$ cat src/bsc_pkg.sv
/*
 * Constants and types for the buck 3/4 start-up configuration register bank.
 * Assumes one APB slave with 32-bit data and a single clock domain.
 */
// Operation
// - Buck 4 slot: 000 off, 001-101 timeslots 1-5, 110/111 hardware enables.
// - Buck 3 slot uses the same encoding as buck 4.
// - Buck 4 voltage field sits in bits 12:8, holding code bits 6:2.
// - Buck 4 code: 0.85 V at 00h, 25 mV steps, 66h-7Fh give 3.4 V.
// - Buck 3 voltage field sits in bits 4:0, holding code bits 6:2.
// - Buck 3 code: 0.85 V at 00h, 25 mV steps, 66h-7Fh give 3.4 V.
package bsc_pkg;

	// Register index; the byte address is four times the index.
	localparam logic [19:0] BSC_CFG_INDEX = 20'h07812;
	localparam logic [19:0] BSC_CFG_ADDR = {BSC_CFG_INDEX[17:0], 2'h0};
	localparam int BSC_REG_W = 16;
	localparam logic [15:0] BSC_CFG_RESET = 16'h0000;

	// Field positions.
	localparam int BSC_B4_SLOT_LSB = 13;
	localparam int BSC_B4_VOLT_LSB = 8;
	localparam int BSC_B3_SLOT_LSB = 5;
	localparam int BSC_B3_VOLT_LSB = 0;
	localparam int BSC_SLOT_W = 3;
	localparam int BSC_VFIELD_W = 5;
	localparam int BSC_CODE_W = 7;
	localparam int BSC_CODE_DROP = 2;

	// Slot encodings.
	localparam logic [2:0] BSC_SLOT_OFF = 3'h0;
	localparam logic [2:0] BSC_SLOT_LAST = 3'h5;
	localparam logic [2:0] BSC_SLOT_HW1 = 3'h6;
	localparam logic [2:0] BSC_SLOT_HW2 = 3'h7;
	localparam int BSC_NUM_SLOTS = 5;

	// Voltage scale in millivolts.
	localparam logic [11:0] BSC_MV_BASE = 12'h352;
	localparam logic [11:0] BSC_MV_STEP = 12'h019;
	localparam logic [11:0] BSC_MV_MAX = 12'hD48;
	localparam logic [6:0] BSC_CODE_SAT = 7'h66;

	// Decoded start-up settings for one converter.
	typedef struct packed {
		logic off;
		logic [4:0] slot_onehot;
		logic hw_en1_sel;
		logic hw_en2_sel;
		logic [6:0] voltage_code;
		logic [11:0] voltage_mv;
	} bsc_buck_cfg_t;

endpackage : bsc_pkg
$ cat src/bsc_buck34_startup_config_reg.sv
/*
 * APB register bank holding the start-up slot and voltage of bucks 3 and 4,
 * with the decoded settings and start requests the sequencer consumes.
 * Assumes the sequencer drives the reached timeslot and both hardware enables
 * synchronously to ref_clk.
 * Assumes an APB master that keeps each request steady until pready is seen.
 * The decoded outputs trail the stored register by one clock, so the
 * sequencer must not act on them in the cycle right after a write.
 */
// Chosen here: the APB register port.
module bsc_buck34_startup_config_reg
	import bsc_pkg::*;
#(
	parameter int ADDR_W = 20
) (
	input wire logic ref_clk, // 125 MHz clock.
	input wire logic resetn, // Asynchronous reset, active low.
	input wire logic psel, // APB select.
	input wire logic penable, // APB access phase.
	input wire logic pwrite, // APB direction, high for write.
	input wire logic [ADDR_W-1:0] paddr, // APB byte address.
	input wire logic [31:0] pwdata, // APB write data.
	input wire logic [3:0] pstrb, // APB byte strobes.
	output logic [31:0] prdata, // APB read data.
	output logic pready, // APB ready.
	output logic pslverr, // APB error, unmapped address.
	input wire logic [2:0] seq_timeslot, // Highest timeslot reached, 0 for none.
	input wire logic hw_enable1, // Hardware enable input 1.
	input wire logic hw_enable2, // Hardware enable input 2.
	output bsc_buck_cfg_t buck3_cfg, // Decoded buck 3 settings.
	output bsc_buck_cfg_t buck4_cfg, // Decoded buck 4 settings.
	output logic buck3_start, // Buck 3 start request.
	output logic buck4_start // Buck 4 start request.
);

	// Turns a slot field and a voltage field into the converter settings.
	function automatic bsc_buck_cfg_t decode_cfg(input logic [2:0] slot, input logic [4:0] vfield);
		bsc_buck_cfg_t c;
		logic [6:0] code;
		c = '0;
		code = {vfield, 2'h0};
		c.voltage_code = code;
		c.off = (slot == BSC_SLOT_OFF);
		c.hw_en1_sel = (slot == BSC_SLOT_HW1);
		c.hw_en2_sel = (slot == BSC_SLOT_HW2);
		if (slot != BSC_SLOT_OFF && slot <= BSC_SLOT_LAST) begin
			c.slot_onehot = 5'(5'h01 << (slot - 3'h1));
		end
		if (code >= BSC_CODE_SAT) begin
			c.voltage_mv = BSC_MV_MAX;
		end else begin
			c.voltage_mv = 12'(BSC_MV_BASE + BSC_MV_STEP * {5'h00, code});
		end
		return c;
	endfunction : decode_cfg

	// Start request: timeslot reached, or the chosen hardware enable is high.
	function automatic logic start_req(input logic [2:0] slot, input logic [2:0] reached,
		input logic en1, input logic en2);
		logic s;
		s = 1'b0;
		if (slot == BSC_SLOT_HW1) begin
			s = en1;
		end else if (slot == BSC_SLOT_HW2) begin
			s = en2;
		end else if (slot != BSC_SLOT_OFF) begin
			s = (reached >= slot);
		end
		return s;
	endfunction : start_req

	// The stored configuration word and its next value.
	logic [15:0] cfg_r;
	logic [15:0] cfg_nxt;

	// Bus answer registers and their next values.
	logic [31:0] prdata_r;
	logic [31:0] prdata_nxt;
	logic pready_r;
	logic pready_nxt;
	logic pslverr_r;
	logic pslverr_nxt;

	// Decoded settings and start requests and their next values.
	bsc_buck_cfg_t b3_r;
	bsc_buck_cfg_t b3_nxt;
	bsc_buck_cfg_t b4_r;
	bsc_buck_cfg_t b4_nxt;
	logic b3_start_r;
	logic b3_start_nxt;
	logic b4_start_r;
	logic b4_start_nxt;

	// Bus qualifiers and the fields picked out of the stored word.
	logic hit;
	logic setup_phase;
	logic write_commit;
	logic [2:0] b4_slot;
	logic [2:0] b3_slot;
	logic [4:0] b4_vfield;
	logic [4:0] b3_vfield;

	// Every address bit is compared, so aliases further up the map answer
	// with an error instead of silently reaching the register.
	assign hit = (paddr == BSC_CFG_ADDR[ADDR_W-1:0]);

	// The answer is prepared only in a setup cycle.
	assign setup_phase = psel && !penable;

	// A write commits only in the access cycle this block marks ready, so a
	// master that lingers in the access phase never writes twice.
	assign write_commit = psel && penable && pready_r && pwrite && hit;

	// Field slices of the stored word.
	assign b4_slot = cfg_r[BSC_B4_SLOT_LSB +: BSC_SLOT_W];
	assign b3_slot = cfg_r[BSC_B3_SLOT_LSB +: BSC_SLOT_W];
	assign b4_vfield = cfg_r[BSC_B4_VOLT_LSB +: BSC_VFIELD_W];
	assign b3_vfield = cfg_r[BSC_B3_VOLT_LSB +: BSC_VFIELD_W];

	// Bus side: answer every access in its first access cycle, so no wait
	// states; read data and error are prepared during the setup cycle.
	always_comb begin
		prdata_nxt = prdata_r;
		pslverr_nxt = pslverr_r;
		pready_nxt = setup_phase;
		if (setup_phase) begin
			pslverr_nxt = !hit;
			if (hit && !pwrite) begin
				prdata_nxt = {16'h0000, cfg_r};
			end else begin
				prdata_nxt = 32'h0000_0000;
			end
		end
	end

	// Bus answer registers; ready is a one-cycle pulse per transfer.
	always_ff @(posedge ref_clk or negedge resetn) begin
		if (!resetn) begin
			prdata_r <= 32'h0000_0000;
			pready_r <= 1'h0;
			pslverr_r <= 1'h0;
		end else begin
			prdata_r <= prdata_nxt;
			pready_r <= pready_nxt;
			pslverr_r <= pslverr_nxt;
		end
	end

	// field write.
	// Only byte lanes 0 and 1 carry register bits; the upper lanes are
	// ignored, and a write with no strobes leaves the register unchanged.
	always_comb begin
		cfg_nxt = cfg_r;
		if (write_commit) begin
			if (pstrb[0]) begin
				cfg_nxt[7:0] = pwdata[7:0];
			end
			if (pstrb[1]) begin
				cfg_nxt[15:8] = pwdata[15:8];
			end
		end
	end

	// reset to zero.
	// The stored word; its reset value leaves both converters off.
	always_ff @(posedge ref_clk or negedge resetn) begin
		if (!resetn) begin
			cfg_r <= BSC_CFG_RESET;
		end else begin
			cfg_r <= cfg_nxt;
		end
	end

	// Decode side: outputs lag the register by one clock, which keeps every
	// output straight from a flip-flop at the cost of that latency.
	always_comb begin
		b4_nxt = decode_cfg(b4_slot, b4_vfield);
		b3_nxt = decode_cfg(b3_slot, b3_vfield);
		b4_start_nxt = start_req(b4_slot, seq_timeslot, hw_enable1, hw_enable2);
		b3_start_nxt = start_req(b3_slot, seq_timeslot, hw_enable1, hw_enable2);
	end

	// Decoded settings; during reset they read all zero, then show the
	// decode of the reset value one clock after release.
	always_ff @(posedge ref_clk or negedge resetn) begin
		if (!resetn) begin
			b3_r <= '0;
			b4_r <= '0;
			b3_start_r <= 1'h0;
			b4_start_r <= 1'h0;
		end else begin
			b3_r <= b3_nxt;
			b4_r <= b4_nxt;
			b3_start_r <= b3_start_nxt;
			b4_start_r <= b4_start_nxt;
		end
	end

	// Every output is a register copy.
	assign prdata = prdata_r;
	assign pready = pready_r;
	assign pslverr = pslverr_r;
	assign buck3_cfg = b3_r;
	assign buck4_cfg = b4_r;
	assign buck3_start = b3_start_r;
	assign buck4_start = b4_start_r;

endmodule : bsc_buck34_startup_config_reg

$ cat config.mk
export PLATFORM = sky130hd
export DESIGN_NAME = bsc_buck34_startup_config_reg
export DESIGN_NICKNAME = d
export VERILOG_FILES = /design/src/bsc_pkg.sv /design/src/bsc_buck34_startup_config_reg.sv
export SDC_FILE = /design/constraint.sdc
export NUM_CORES = 1
export LEC_CHECK = 0
export BUFFER_PORTS_ARGS = -buffer_cell sky130_fd_sc_hd__buf_2
export CORE_ASPECT_RATIO = 0.6
export CORE_UTILIZATION = 45
export CTS_CLUSTER_SIZE = 10
export DETAILED_ROUTE_END_ITERATION = 16
export PLACE_DENSITY_LB_ADDON = 0.15
export SYNTH_ARGS = -nofsm -noshare
export SYNTH_HDL_FRONTEND = slang
export SYNTH_SLANG_ARGS = --single-unit
$ cat constraint.sdc
create_clock -name ref_clk -period 2.5 [get_ports ref_clk]
set_input_delay 0.375 -clock ref_clk [delete_from_list [all_inputs] [get_ports ref_clk]]
set_output_delay 0.375 -clock ref_clk [all_outputs]
set_load 0.005 [all_outputs]
==> flow_metrics.tcl <==
set metrics [dict create \
    hp-class "input pin to flip-flop" \
    clockBufferDepth 2 \
    synth.avg_cell_area_sq_um 11.7 \
    tightest_slew_ns 0.787 \
    regToRegSetupSlack_ns 0.07 \
    min_period_ns 2.43 \
    grt_pass1_vias 2879 \
    first_pass_iters 4 \
    cts.reportedPaths.clkPinSlew_ns 0.06 \
    die_h_microns 76.5 \
    r2r.worst_path.cells 9 \
    max_slew_margin_pct 47.5 \
    grt_pass1_wl_microns 14900 \
    n_fill_cell 687 \
    utilization_pct 63.1 \
    core-area_sq_um 8750 \
    initial_core_util_pct 47.6 \
    synthCells 357 \
    synth_top_family_by_area "adder cells" \
    p_leak_nw 2.92 \
    setup_viol 0 \
    peakVddDrop_uv 375 \
    synth_seq_area_share_pct 50.5 \
    finalHoldViolCount 0 \
    drtIter0Drc 99 \
    syn-cell-area_sq_um 4170 \
    hold_path_end "cfg_r[8]$_DFFE_PN0P_" \
    drc_errors 0 \
    area_growth_pct 32.5 \
    synth_mux_area_share_pct 6.01 \
    nNetsFinal 608 \
    crit_start "cfg_r[9]$_DFFE_PN0P_" \
    cp_common_cell "ha_4" \
    slew_violations 0 \
    arrival_ns 2.63 \
    wl_met2_microns 4020 \
    num_io_pins 156 \
    final_cells 616 \
    wire_per_inst_microns 15.1 \
    die-area_sq_um 9660 \
    synth-seq-cells 84 \
    crit_required_ns 2.70 \
    dp_slack_ns -0.130 \
    fp-row-count 26 \
    synth_fa_ha_area_share_pct 13.0 \
    holdPathStages 2 \
    gp_congestion 0.865 \
    diodes 0 \
    dp.cells 598 \
    met1_length_microns 4710 \
    layout_common_cells "114 x buf_2, 81 x dfrtp_1, 36 x nand2_1, 26 x buf_4, 22 x conb_1" \
    antenna_found_initial 0 \
    clock_latency_ns 0.34 \
    root_buffer "clkbuf_16" \
    cts_tree "done" \
    mostFrequentLayoutCell "buf_2" \
    slowest_delay_ns 0.45 \
    hpwlAfterDp_microns 6900 \
    p_total_mw 2.78 \
    cap_viol_max_count 0 \
    rsz0062_at_grt "yes" \
    skew_ns 0.00598 \
    synth_simple_gate_area_share_pct 11.9 \
    clock_sinks 84 \
    yosysWarnings 0 \
    track_usage_pct 20.3 \
    htreeDepth 3 \
    start_kind "flip-flop" \
    crit_slowest_cell "dfrtp_2" \
    highest_layer "met4" \
    drive_gt1_share_pct 42.7 \
    routed_wl_microns 9330 \
    critPathMaxFanout 3 \
    grt_max_degree 54 \
    cp-end-kind "flip-flop" \
    cp_cell_sequence "ha_4 -> ha_4 -> ha_4 -> fa_2 -> a21o_1 -> a21oi_2 -> xnor2_1 -> and3_1 -> o21ai_0" \
    clock.fmax_ghz 0.412 \
    detail-route-antenna-nets 0 \
    gr-total-overflow 0 \
    final.setup.worst_slack_ns 0.0714 \
    crit_type "flip-flop to flip-flop" \
    io_buffers 115 \
    hold_start "pwdata[8]" \
    vias 2983 \
    via_per_inst 4.84 \
    r2r-start "cfg_r[9]$_DFFE_PN0P_" \
    synth-compound-area-share_pct 8.50 \
    fin_crit_sh_pct 97.1 \
    status "complete, no violations" \
    rr_endpoint "buck4_cfg[11]$_DFF_PN0_" \
    die_x_microns 126 \
    synth_cell_type_count 40 \
    synth_xor_area_share_pct 2.94 \
    cts_made_buffers 9 \
    dr_wl_met3_microns 488 \
    power_density_nw_per_um2 503 \
]
final cells by class:
type | count | area (sq um) | share of cell area [%]
flip-flops and latches | 84 | 2110 | 38.2
multi-input cells | 245 | 2120 | 38.4
well taps | 112 | 140 | 2.54
inverters | 18 | 67.6 | 1.22
clock inverters | 6 | 65.1 | 1.18
clock buffers | 9 | 225 | 4.08
repair buffers | 142 | 796 | 14.4
worst max path at each step:
stage,end,slack [ns]
after global routing,buck4_cfg[11]$_DFF_PN0_,-0.03
after floorplan,buck3_cfg[11]$_DFF_PN0_,0.03
after global placement,buck3_cfg[11]$_DFF_PN0_,-0.05
after detailed placement,buck4_cfg[11]$_DFF_PN0_,-0.13
after CTS,buck4_cfg[8]$_DFF_PN0_,-0.02
final,buck4_cfg[11]$_DFF_PN0_,0.07
timing repair:
action	in CTS	in global routing
endpoints found under the setup margin	8	8
pin swaps	6	9
endpoints found under the hold margin	31	0
setup buffers	0	2
hold buffers	1	0
gates resized for setup	11	29
critical path: cells and delay by family (launching register included):
| family | cells | cell delay, ns |
|---|---|---|
| AO/OA/AOI/OAI | 3 | 0.44 |
| adder cells (fa/ha/maj) | 4 | 1.01 |
| AND/OR/NAND/NOR | 1 | 0.20 |
| flip-flops | 1 | 0.45 |
| XOR/XNOR | 1 | 0.18 |
flip-flops by register name (all words and copies together), names as in the netlist:
register     count
buck3_cfg       24
buck4_cfg       24
cfg_r           16
prdata          16
buck3_start      1
buck4_start      1
pready           1
pslverr          1
where the power goes:
group | total [mW] | internal, mW | switching, mW
logic | 0.110 | 0.0444 | 0.0652
registers | 1.36 | 1.36 | 0.00133
clock network | 1.30 | 0.769 | 0.534
total | 2.78 | 2.18 | 0.601
cell usage after synthesis (all sizes together):
| master | n | area [sq um] |
|---|---|---|
| o211a | 1 | 10.0 |
| fa | 2 | 40.0 |
| clkbuf | 5 | 18.8 |
| nand4 | 1 | 6.26 |
| nor3 | 6 | 35.0 |
| o311a | 1 | 10.0 |
| a21o | 7 | 52.6 |
| o21a | 2 | 15.0 |
| and4 | 1 | 8.76 |
| buf | 26 | 210 |
| inv | 18 | 67.6 |
| or3 | 2 | 12.5 |
| or3b | 2 | 17.5 |
| a211oi | 1 | 7.51 |
| a21oi | 17 | 85.1 |
| and3 | 14 | 87.6 |
| mux2i | 1 | 10.0 |
| xnor2 | 8 | 70.1 |
| or2 | 1 | 6.26 |
| nand3 | 5 | 25.0 |
| nor4b | 2 | 17.5 |
| nor2b | 3 | 18.8 |
| o31ai | 10 | 95.1 |
| nand2 | 36 | 135 |
| o21ai | 14 | 70.1 |
| nand2b | 4 | 25.0 |
| a311oi | 1 | 8.76 |
| dfrtp | 84 | 2100 |
| nand4bb | 1 | 11.3 |
| xor2 | 6 | 52.6 |
| ha | 40 | 500 |
| and2 | 5 | 31.3 |
| nor2 | 12 | 45.0 |
| conb | 1 | 3.75 |
| mux2 | 16 | 240 |
| nor4 | 1 | 12.5 |
per-stage QoR:
stage | area [sq um] | setup TNS, ns | hold WS (ns)
detailed placement | 4930 | -0.308 | 0.336
global placement | 4930 | -0.123 | 0.328
CTS | 5290 | -0.0218 | 0.249
floorplan | 4240 | 0 | 0.0794
finish | 5520 | 0 | 0.265
global route | 5520 | -0.0591 | 0.254
logic make-up after synthesis:
family	Yosys count
adders and majority gates	42
and+or+nand+nor	96
AOI/OAI and AO/OA	54
DFF	84
buffers and inverters	49
muxes	17
other	1
xor gates and xnor gates	14
layer usage:
metal,track usage [%],vias to the layer above
li1,-,1465
met1,29.8,1418
met2,28.4,88
met3,5.97,12
met4,6.75,0
met5,0,-
Power figures use the tool's default switching activity.
